$ cat config.mk
export PLATFORM = sky130hd
export DESIGN_NAME = usb_app_fifo_status_regs
export DESIGN_NICKNAME = d
export VERILOG_FILES = /design/src/core/bus_idle_timer.v /design/src/core/port_change_detect.v /design/src/core/usb_app_fifo_status_regs.v
export VERILOG_INCLUDE_DIRS = /design/src /design/src/core
export SDC_FILE = /design/constraint.sdc
export NUM_CORES = 1
export LEC_CHECK = 0
export BUFFER_PORTS_ARGS = -buffer_cell sky130_fd_sc_hd__buf_2
export CAP_MARGIN = 10
export CORE_ASPECT_RATIO = 0.8
export CORE_MARGIN = 2
export CORE_UTILIZATION = 35
export DETAILED_ROUTE_END_ITERATION = 8
export PLACE_DENSITY = 0.6
export SYNTH_ARGS = -nofsm -noshare
export SYNTH_HDL_FRONTEND = slang
export SYNTH_SLANG_ARGS = --single-unit
export TNS_END_PERCENT = 50
$ cat constraint.sdc
create_clock -name clk -period 7.77 [get_ports clk]
set_clock_uncertainty 0.1 [all_clocks]
set_input_delay 1.1655 -clock clk [delete_from_list [all_inputs] [get_ports clk]]
set_output_delay 1.1655 -clock clk [all_outputs]
set_load 0.02 [all_outputs]
$ cat src/core/usb_app_map.vh
// Constants for the application FIFO and status register bank.
// Assumes a core clock of 125 MHz and register numbers in a six-bit space.
`ifndef USB_APP_MAP_VH
`define USB_APP_MAP_VH

// Register numbers in the operation register space.
`define OFS_EEPROM_COMMAND       6'h0a
`define OFS_PATTERN_DETECT_CTRL  6'h0b
`define OFS_USB_APP_STATUS       6'h0c
`define OFS_FIFO_POINTER         6'h0d
`define OFS_FIFO_DATA_WINDOW     6'h0e
`define OFS_INTERRUPT_FLAGS      6'h0f

// Reset values.
`define RST_EEPROM_COMMAND       8'hff
`define RST_PATTERN_DETECT_CTRL  8'h00
`define RST_USB_APP_STATUS       8'h00
`define RST_FIFO_POINTER         8'h00
`define RST_FIFO_DATA_WINDOW     8'h00
`define RST_INTERRUPT_FLAGS      8'h00
`define RST_CORE_CONTROL         8'h3f

// Status register bit positions.
`define BIT_STALL                0
`define BIT_EP0_CORE_ACCESS      1
`define BIT_HOST_SUSPEND         2
`define BIT_EP2_RX_FULL          3
`define BIT_EP0_TX_REQ           4
`define BIT_EP2_TX_REQ           6
`define BIT_EP0_RX_FULL          7

// Interrupt flag bit positions.
`define BIT_TICK_OVF_IF          0
`define BIT_EP0_IF               1
`define BIT_SUSPEND_IF           2
`define BIT_BUS_RESET_IF         3
`define BIT_PORT_CHANGE_IF       4
`define BIT_PATTERN_ONE_IF       5
`define BIT_PATTERN_TWO_IF       6
`define BIT_HOST_RESUME_IF       7

// Core control register bit that software cannot write.
`define BIT_INT_ENABLE           6

// Application FIFO geometry.
`define FIFO_PTR_W               5
`define FIFO_DEPTH               32
`define FIFO_EP0_BASE            5'h00
`define FIFO_EP0_BYTE_INDEX      5'h10

// Operation mode codes.
`define MODE_DETECT              2'h0
`define MODE_USB                 2'h1
`define MODE_SERIAL              2'h2
`define MODE_USB_TEST            2'h3

// Bus idle time before suspend is reported.
`define CLK_MHZ                  125
`define SUSPEND_IDLE_US          3000
`define SUSPEND_CYCLES           19'd375000 // 3000 us at 125 MHz.
`define SUSPEND_CNT_W            19

`endif

$ cat src/core/bus_idle_timer.v
// Bus idle timer that raises the host suspend indication.
// Assumes bus_active is a synchronous level from the device core.
`timescale 1ns/100ps
`include "usb_app_map.vh"

module bus_idle_timer #(
	parameter [`SUSPEND_CNT_W-1:0] IDLE_CYCLES = `SUSPEND_CYCLES
) (
	input  wire clk,           // Core clock.
	input  wire arst_n,        // Asynchronous reset, active low.
	input  wire bus_active,    // High while the bus carries traffic.
	output reg  suspended_r    // High after the idle time has passed.
);

	reg [`SUSPEND_CNT_W-1:0] idle_cnt_r;

	// Count idle cycles; any traffic restarts the count and drops suspend.
	always @(posedge clk or negedge arst_n) begin
		if (!arst_n) begin
			idle_cnt_r  <= {`SUSPEND_CNT_W{1'b0}};
			suspended_r <= 1'b0;
		end else if (bus_active) begin
			idle_cnt_r  <= {`SUSPEND_CNT_W{1'b0}};
			suspended_r <= 1'b0;
		end else if (idle_cnt_r >= IDLE_CYCLES - 1'b1) begin
			suspended_r <= 1'b1;
		end else begin
			idle_cnt_r <= idle_cnt_r + 1'b1;
		end
	end

endmodule

$ cat src/core/port_change_detect.v
// Port seven change detector for the port-change interrupt.
// Assumes pins are synchronous and port_read pulses on each port seven read.
`timescale 1ns/100ps
`include "usb_app_map.vh"

module port_change_detect (
	input  wire       clk,         // Core clock.
	input  wire       arst_n,      // Asynchronous reset, active low.
	input  wire [3:0] pins,        // Port seven pins seven down to four.
	input  wire [3:0] dir_in,      // High where the pin is an input.
	input  wire       port_read,   // One-cycle pulse on a port seven read.
	input  wire [1:0] op_mode,     // Operation mode code.
	output reg        change_r     // One-cycle pulse when a mismatch begins.
);

	reg  [3:0] latched_r;
	reg        mismatch_r;
	reg  [3:0] watch;
	wire       mismatch;

	// Pick the pins that take part in the selected mode.
	always @* begin
		case (op_mode)
			`MODE_SERIAL: watch = dir_in;
			`MODE_USB:    watch = 4'hc & dir_in;
			default:      watch = 4'h0;
		endcase
	end

	assign mismatch = |((pins ^ latched_r) & watch);

	// Latch on each read and pulse on the rising edge of a mismatch.
	always @(posedge clk or negedge arst_n) begin
		if (!arst_n) begin
			latched_r  <= 4'h0;
			mismatch_r <= 1'b0;
			change_r   <= 1'b0;
		end else begin
			if (port_read) begin
				latched_r <= pins;
			end
			mismatch_r <= mismatch & ~port_read;
			change_r   <= mismatch & ~port_read & ~mismatch_r;
		end
	end

endmodule

$ cat src/core/usb_app_fifo_status_regs.v
// Register bank between firmware and the on-chip USB device core.
// Holds endpoint status flags, interrupt flags, the FIFO pointer and the
// 32-byte application FIFO. Assumes all inputs are synchronous to clk and
// that firmware and core requests are single-cycle strobes.
`timescale 1ns/100ps
`include "usb_app_map.vh"

// Function
// - Firmware sets stall; a completed Setup transaction clears it.
// - Read-only busy flag shows the core accessing the endpoint-zero FIFO.
// - Suspend flag rises after 3.0 ms bus idle, drops on activity.
// - Endpoint-two receive flag set on arrival, blocks more data until cleared.
// - Firmware sets transmit requests; core clears them after sending.
// - Endpoint-zero receive flag set on core write; core writes only when clear.
// - Pointer holds five bits; upper three bits read as zero.
// - Data window accesses the FIFO byte the pointer selects.
// - Endpoint-zero FIFO starts at 0x00; its byte index sits at 0x10.
// - Timer overflow flag set by tick counter overflow.
// - Endpoint-zero flag set on vendor or custom command while the USB core runs.
// - Suspend interrupt flag set when suspend is seen.
// - Bus reset flag set when the host signals reset while the USB core runs.
// - Port-change flag from port seven inputs, pins chosen by mode.
// - Two pattern-detect flags, one per detector.
// - Resume flag set with dual clock control clear when suspend falls.
// - Accumulator saved by hardware when an interrupt is taken.
// - Two-bit mode field picks detect, USB, serial or test mode.
// - Clearing dual clock control stops the USB core.
module usb_app_fifo_status_regs #(
	parameter [`SUSPEND_CNT_W-1:0] SUSPEND_CYCLES = `SUSPEND_CYCLES
) (
	input  wire       clk,                // Core clock, 125 MHz.
	input  wire       arst_n,             // Asynchronous reset, active low.
	input  wire [5:0] reg_addr,           // Operation register number.
	input  wire       reg_wr,             // Register write strobe.
	input  wire       reg_rd,             // Register read strobe.
	input  wire [7:0] reg_wdata,          // Register write data.
	output reg  [7:0] reg_rdata_r,        // Read data, one cycle after reg_rd.
	input  wire       core_control_wr,            // Core control write strobe.
	input  wire       core_control_rd,            // Core control read strobe.
	output reg  [7:0] core_control_r,             // Core control register contents.
	input  wire [1:0] op_mode,            // Operation mode code.
	input  wire       dual_clock_ctrl,    // Low selects the slow clock.
	output reg        usb_core_run_r,     // High while the USB core may run.
	input  wire       bus_active,         // Bus traffic level from the core.
	input  wire       setup_done,         // Pulse: Setup transaction accepted.
	input  wire       core_ep0_access,    // Level: core uses the EP0 FIFO.
	input  wire       ep0_rx_done,        // Pulse: core wrote EP0 data.
	input  wire       ep2_rx_done,        // Pulse: host data landed at EP2.
	input  wire [2:0] tx_done,            // Pulses: core sent EP0..EP2 data.
	input  wire       vendor_cmd,         // Pulse: vendor command at EP0.
	input  wire       bus_reset,          // Pulse: host bus reset.
	input  wire       tick_overflow,      // Pulse: tick counter overflow.
	input  wire [1:0] pattern_hit,        // Pulses: pattern detectors one, two.
	input  wire [3:0] port7_pins,         // Port seven pins seven to four.
	input  wire [3:0] port7_dir_in,       // High where those pins are inputs.
	input  wire       port7_read,         // Pulse: firmware read port seven.
	input  wire       int_taken,          // Pulse: an interrupt is taken.
	input  wire [7:0] acc_in,             // Live accumulator value.
	output reg  [7:0] acc_saved_r,        // Accumulator saved at interrupt.
	output reg  [7:0] status_r,           // Status flags for the core.
	output reg  [7:0] int_flags_r,        // Interrupt status flags.
	output reg        ep0_write_ok_r,     // Core may write the EP0 FIFO.
	output reg        ep2_accept_r,       // Core may accept EP2 host data.
	input  wire [4:0] core_fifo_addr,     // Core FIFO address.
	input  wire       core_fifo_we,       // Core FIFO write strobe.
	input  wire [7:0] core_fifo_wdata,    // Core FIFO write data.
	output reg  [7:0] core_fifo_rdata_r,  // Core FIFO read data, registered.
	output reg  [7:0] ep0_byte_index_r,   // Copy of the EP0 byte index.
	output reg  [7:0] eeprom_command_r,   // EEPROM command register.
	output reg  [7:0] pattern_ctrl_r,     // Pattern detect control register.
	output reg  [4:0] fifo_ptr_r          // FIFO location pointer.
);

	////////////////////////////////////////////////////////////////////////
	// Declarations.

	reg  [7:0] fifo_mem [0:`FIFO_DEPTH-1];
	reg  [7:0] status_nxt;
	reg  [7:0] int_flags_nxt;
	reg  [7:0] rdata_nxt;
	reg        suspend_d_r;
	wire       host_suspend;
	wire       port_change;
	wire       wr_status;
	wire       wr_flags;
	wire       wr_data;
	wire       suspend_rise;
	wire       suspend_fall;
	wire [7:0] hw_set;
	integer    i;

	// Firmware write strobe for a given register number.
	function fw_write;
		input [5:0] addr;
		input [5:0] ofs;
		input       wr;
		begin
			fw_write = wr & (addr == ofs);
		end
	endfunction

	////////////////////////////////////////////////////////////////////////
	// Helper blocks.

	// Bus idle timer for the host suspend indication.
	bus_idle_timer #(
		.IDLE_CYCLES (SUSPEND_CYCLES)
	) u_idle (
		.clk         (clk),
		.arst_n      (arst_n),
		.bus_active  (bus_active),
		.suspended_r (host_suspend)
	);

	// Port seven change detector.
	port_change_detect u_pchg (
		.clk       (clk),
		.arst_n    (arst_n),
		.pins      (port7_pins),
		.dir_in    (port7_dir_in),
		.port_read (port7_read),
		.op_mode   (op_mode),
		.change_r  (port_change)
	);

	////////////////////////////////////////////////////////////////////////
	// Strobes and events.

	// Decode firmware writes to the registers with side effects.
	assign wr_status = fw_write(reg_addr, `OFS_USB_APP_STATUS, reg_wr);
	assign wr_flags  = fw_write(reg_addr, `OFS_INTERRUPT_FLAGS, reg_wr);
	assign wr_data   = fw_write(reg_addr, `OFS_FIFO_DATA_WINDOW, reg_wr);

	// Edges of the suspend indication.
	assign suspend_rise = host_suspend & ~suspend_d_r;
	assign suspend_fall = ~host_suspend & suspend_d_r;

	// Hardware set events for the interrupt flags, in bit order.
	assign hw_set = {
		suspend_fall & ~dual_clock_ctrl,
		pattern_hit[1],
		pattern_hit[0],
		port_change,
		bus_reset & usb_core_run_r,
		suspend_rise,
		vendor_cmd & usb_core_run_r,
		tick_overflow
	};

	////////////////////////////////////////////////////////////////////////
	// Status flags.

	// Next value of the status register; hardware and firmware share bits.
	always @* begin
		status_nxt = status_r;
		if (wr_status) begin
			status_nxt[`BIT_STALL]       = reg_wdata[`BIT_STALL];
			status_nxt[`BIT_EP0_RX_FULL] = reg_wdata[`BIT_EP0_RX_FULL];
			if (!reg_wdata[`BIT_EP2_RX_FULL]) begin
				status_nxt[`BIT_EP2_RX_FULL] = 1'b0;
			end
		end
		// Completed Setup clears stall unless firmware sets it now.
		if (setup_done && !(wr_status && reg_wdata[`BIT_STALL])) begin
			status_nxt[`BIT_STALL] = 1'b0;
		end
		// Transmit requests: core clears, firmware set wins.
		for (i = 0; i < 3; i = i + 1) begin
			if (tx_done[i]) begin
				status_nxt[`BIT_EP0_TX_REQ + i] = 1'b0;
			end
			if (wr_status && reg_wdata[`BIT_EP0_TX_REQ + i]) begin
				status_nxt[`BIT_EP0_TX_REQ + i] = 1'b1;
			end
		end
		// Receive flags are set by the core only while clear, so a firmware clear wins.
		if (ep2_rx_done && !status_r[`BIT_EP2_RX_FULL]) begin
			status_nxt[`BIT_EP2_RX_FULL] = 1'b1;
		end
		if (ep0_rx_done && !status_r[`BIT_EP0_RX_FULL]) begin
			status_nxt[`BIT_EP0_RX_FULL] = 1'b1;
		end
		status_nxt[`BIT_EP0_CORE_ACCESS] = core_ep0_access;
		status_nxt[`BIT_HOST_SUSPEND]    = host_suspend;
	end

	// Next value of the interrupt flags: zero clears, one keeps, set wins.
	always @* begin
		int_flags_nxt = int_flags_r;
		if (wr_flags) begin
			int_flags_nxt = int_flags_r & reg_wdata;
		end
		int_flags_nxt = int_flags_nxt | hw_set;
	end

	// Status, interrupt flags and the handshake outputs to the core.
	always @(posedge clk or negedge arst_n) begin
		if (!arst_n) begin
			status_r       <= `RST_USB_APP_STATUS;
			int_flags_r    <= `RST_INTERRUPT_FLAGS;
			suspend_d_r    <= 1'b0;
			ep0_write_ok_r <= 1'b1;
			ep2_accept_r   <= 1'b1;
			usb_core_run_r <= 1'b1;
		end else begin
			status_r       <= status_nxt;
			int_flags_r    <= int_flags_nxt;
			suspend_d_r    <= host_suspend;
			ep0_write_ok_r <= ~status_nxt[`BIT_EP0_RX_FULL];
			ep2_accept_r   <= ~status_nxt[`BIT_EP2_RX_FULL];
			usb_core_run_r <= dual_clock_ctrl;
		end
	end

	////////////////////////////////////////////////////////////////////////
	// Application FIFO.

	// FIFO storage; a firmware write through the window wins a collision.
	always @(posedge clk) begin
		if (core_fifo_we && !(wr_data && core_fifo_addr == fifo_ptr_r)) begin
			fifo_mem[core_fifo_addr] <= core_fifo_wdata;
		end
		if (wr_data) begin
			fifo_mem[fifo_ptr_r] <= reg_wdata;
		end
	end

	// Registered FIFO views for the core.
	always @(posedge clk or negedge arst_n) begin
		if (!arst_n) begin
			core_fifo_rdata_r <= 8'h00;
			ep0_byte_index_r  <= 8'h00;
		end else begin
			core_fifo_rdata_r <= fifo_mem[core_fifo_addr];
			ep0_byte_index_r  <= fifo_mem[`FIFO_EP0_BYTE_INDEX];
		end
	end

	////////////////////////////////////////////////////////////////////////
	// Plain storage registers.

	// Pointer, EEPROM command, pattern control and core control.
	always @(posedge clk or negedge arst_n) begin
		if (!arst_n) begin
			fifo_ptr_r       <= `FIFO_EP0_BASE;
			eeprom_command_r <= `RST_EEPROM_COMMAND;
			pattern_ctrl_r   <= `RST_PATTERN_DETECT_CTRL;
			core_control_r           <= `RST_CORE_CONTROL;
		end else begin
			if (fw_write(reg_addr, `OFS_FIFO_POINTER, reg_wr)) begin
				fifo_ptr_r <= reg_wdata[`FIFO_PTR_W-1:0];
			end
			if (fw_write(reg_addr, `OFS_EEPROM_COMMAND, reg_wr)) begin
				eeprom_command_r <= reg_wdata;
			end
			if (fw_write(reg_addr, `OFS_PATTERN_DETECT_CTRL, reg_wr)) begin
				pattern_ctrl_r <= reg_wdata;
			end
			// The interrupt enable bit is not changed by a control write.
			if (core_control_wr) begin
				core_control_r <= (reg_wdata & ~(8'h01 << `BIT_INT_ENABLE)) |
				          (core_control_r & (8'h01 << `BIT_INT_ENABLE));
			end
		end
	end

	// Accumulator save on interrupt entry.
	always @(posedge clk or negedge arst_n) begin
		if (!arst_n) begin
			acc_saved_r <= 8'h00;
		end else if (int_taken) begin
			acc_saved_r <= acc_in;
		end
	end

	////////////////////////////////////////////////////////////////////////
	// Read path.

	// Read data multiplexer; unmapped numbers read as zero.
	always @* begin
		rdata_nxt = reg_rdata_r;
		if (core_control_rd) begin
			rdata_nxt = core_control_r;
		end else if (reg_rd) begin
			case (reg_addr)
				`OFS_EEPROM_COMMAND:      rdata_nxt = eeprom_command_r;
				`OFS_PATTERN_DETECT_CTRL: rdata_nxt = pattern_ctrl_r;
				`OFS_USB_APP_STATUS:      rdata_nxt = status_r;
				`OFS_FIFO_POINTER:        rdata_nxt = {3'h0, fifo_ptr_r};
				`OFS_FIFO_DATA_WINDOW:    rdata_nxt = fifo_mem[fifo_ptr_r];
				`OFS_INTERRUPT_FLAGS:     rdata_nxt = int_flags_r;
				default:                  rdata_nxt = 8'h00;
			endcase
		end
	end

	// Read data register.
	always @(posedge clk or negedge arst_n) begin
		if (!arst_n) begin
			reg_rdata_r <= 8'h00;
		end else begin
			reg_rdata_r <= rdata_nxt;
		end
	end

endmodule

==> results.md <==
* Status: finished, final reports clean
* First-pass GRT wire length at 104400 um
* Setup Buffers After CTS at 0
* # clock sinks at 361
* Number of global-route vias before repair at 14020
* Max FFs per register at 256
* Hold Buf Count CTS at 0
* Leak Pwr at 7.792 nW
* CP Capture Type: flop
* Fin. max-slew vios at 0
* Routed wire length at 72900 um
* Full die area at 59070 um^2
* CTS tree: yes
* Worst reg-to-reg setup slack at 3440 ps
* Finished Layout Cells at 2325
* Unrepaired setup endpoints after global routing: no
* Critical path cell sequence: buf_2 > nand2b_1 > or2_1 > nor4_1 > nand4bb_1 > o21ai_0
* Fillers at 5323
* FF-to-FF path depth at 8
* Cells after synthesis at 1467
* Number of routed nets with antenna violations at 0
* Die H at 217.8 um
* DIE WIDTH at 271.2 um
* Hold Startpoint: u_pchg.mismatch_r
* Slew @ Worst Pin at 1242 ps
* Final setup viols at 0
* CP Buf/Inv Count at 1
* Placed Cells at 2251
* Maximum VDD drop at 0.1694 mV
* Crit path DAT at 4440 ps
* H-tree level count at 2
* Async set-or-reset flop fraction in the synthesized netlist at 29.09%
* Crit Path Class: in -> reg
* Critical-path maximum fanout at 20
* Syn avg cell area at 13.63 um^2
* Net Sw Frac at 27.47%
* Slowest-stage cell, CP: o21ai_0
* Initial antenna violation count at 1
* Top post-synthesis cells by count: 296 x mux2_2, 256 x edfxtp_1, 140 x mux2i_1
* Yosys warns at 0
* CP peak stage delay at 1340 ps
* Main synth FF type: edfxtp_1
* Largest net degree at the start of global routing at 57
* CTS clk-pin slew, worst paths at 60 ps
* DR iter-0 viols at 2164
* Largest delay share family, worst path: simple AND/OR/NAND/NOR gates
* CTS buffer count at 40
* Seq pwr share at 46.1%
* Yosys top cell area share at 38.45%
* HPWL Detailed at 48150 um
* Root Driver: clkbuf_16
* Yosys top cell by area: edfxtp_1
* Synth area leaders: edfxtp_1 38%, mux2_2 17%, dfrtp_1 11%
* Crit path launch type: input pin
* Boundary Pins at 148
* Clock buffer depth at 3
* Max-cap violations at 0
* Seq/Total Area, Yosys at 51.70%
* Number of nets in the layout at 1604
* Synth Net Count at 1538
* Min Tclk post-route at 4359 ps
* Area growth, synth to finish at 12.63%
* Distinct cells, synth at 60
* Critical R2R Capture: reg_rdata_r[1]
* Clk pwr share at 39.3%
* Initial core utilization at 35.32%
* Most frequent cell after synthesis: mux2_2
* DR vias at 14500
* Initial DRT Pass Iterations at 5
* Hold slack at 321.1 ps
* Fraction of layout cells with a size suffix above 1 at 39.71%
* Row cnt at 78
* Slew headroom at 16.95%
* Worst hold path type: reg -> reg
* Tcrit/Tclk final at 56.10%
* Worst Hold End: u_pchg.change_r
* Power density cells at 212.0 nW/um^2
* Residual DRC count at 0
* PostCTS Resize Cnt at 0
* Vias/cell at 6.236
* IO Port Bufs at 146
* Number of synthesized flops with an enable pin at 256
* Crit path required time at 7850 ps
* Routed wire per std cell at 31.35 um
* Congestion Overflow GR at 0
* Fmax at 0.2294 GHz
* Largest Register: fifo_mem
* Worst skew pair latency at 580 ps
* Post-Synthesis Cell Area at 19990 um^2
* Core box area at 56600 um^2
* Comb pwr share at 14.6%
* Worst hold path depth at 1
* P_int at 0.003463 W
* R2R Path Start: fifo_ptr_r[1]
* Biggest regs: fifo_mem x256, u_idle.idle_cnt_r x19
* Overall Global Routing Usage at 24.42%
* Hold violation count in the final report at 0
* Switching power at 0.001311 W
* Gpl congestion at 1.013
* Final TNS setup at 0 ps
* #FFs+latches synth at 361
==> cell type report <==
cell class | instances | area, um^2 | area share [%]
Clock inverter | 12 | 102.6 | 0.4556
Timing Repair Buffer | 163 | 860.8 | 3.822
Inverter | 13 | 48.80 | 0.2167
Tap cell | 760 | 950.9 | 4.222
Sequential cell | 361 | 10340 | 45.91
Multi-Input combinational cell | 954 | 9052 | 40.20
Clock buffer | 61 | 1162 | 5.161
Antenna cell | 1 | 2.502 | 0.01111
==> cells by family (layout without fill, tap and decap cells) <==
group           Yosys count  in the layout  share of synthesized area (%)
fa+ha+maj                 3              3                         0.1878
flops                   361            361                          51.70
mux                     500            500                          30.89
other cells               1              2                        0.01876
xor+xnor                 24             24                          1.051
simple gates            239            239                          7.015
buf+inv                 152            249                          3.029
compound gates          187            187                          6.114
==> per-stage QoR <==
| stage | total power (W) | worst slack [ps] | util, % | instance area (um^2) |
|---|---|---|---|---|
| after global routing | 0.004901 | 3324 | 39.78 | 22520 |
| after detailed placement | 0.002918 | 3013 | 37.55 | 21250 |
| after global placement | 0.002913 | 3023 | 37.54 | 21250 |
| after CTS | 0.004788 | 3610 | 39.78 | 22520 |
| final | 0.004774 | 3411 | 39.79 | 22520 |
| after floorplan | 0.002645 | 4221 | - | 19990 |
==> power groups by stage <==
stage | registers, W | logic [W] | clock network (W)
floorplan | 0.00225 | 0.000400 | 0
global placement | 0.00224 | 0.000676 | 0
detailed placement | 0.00224 | 0.000681 | 0
CTS | 0.00220 | 0.000682 | 0.00191
global route | 0.00221 | 0.000721 | 0.00197
finish | 0.00220 | 0.000696 | 0.00188
==> worst max path at each step <==
stage | from | to | slack [ps] | cells after the start
floorplan | core_fifo_addr[0] | fifo_mem[11][0] | 4220 | 5
global placement | reg_addr[0] | fifo_mem[25][5] | 3020 | 6
detailed placement | reg_addr[0] | fifo_mem[9][4] | 3010 | 6
CTS | reg_addr[0] | fifo_mem[29][3] | 3610 | 6
global route | reg_addr[0] | fifo_mem[29][4] | 3320 | 6
finish | reg_addr[0] | fifo_mem[29][5] | 3410 | 6
==> metal layers <==
metal  GRT usage (%)  wire length, um
met1           36.11            31060
met2           34.66            30660
met3           5.825             8594
met4           8.681             2587
met5               0                0
==> placed cells by master, fill, tap and decap left out, drive strengths merged, types with 4 or more instances in the layout <==
cell     count
nor2        55
nand2b       9
and2         4
o22ai       84
dfrtp       88
o21bai       5
edfxtp     256
and3         6
a21oi        9
nor2b        6
mux4        64
dfstp       17
a22oi       41
nor4        17
buf        163
o211ai       6
clkinv       9
nand3b       4
nand4bb      8
nand4b       5
or4b         5
xor2        19
or3          4
inv         14
nand3       21
nor3        10
o21ai       29
xnor2        5
nand2       54
nand4       18
mux2       296
clkbuf      61
mux2i      140
Note: power is estimated with default switching activity, not from simulation.
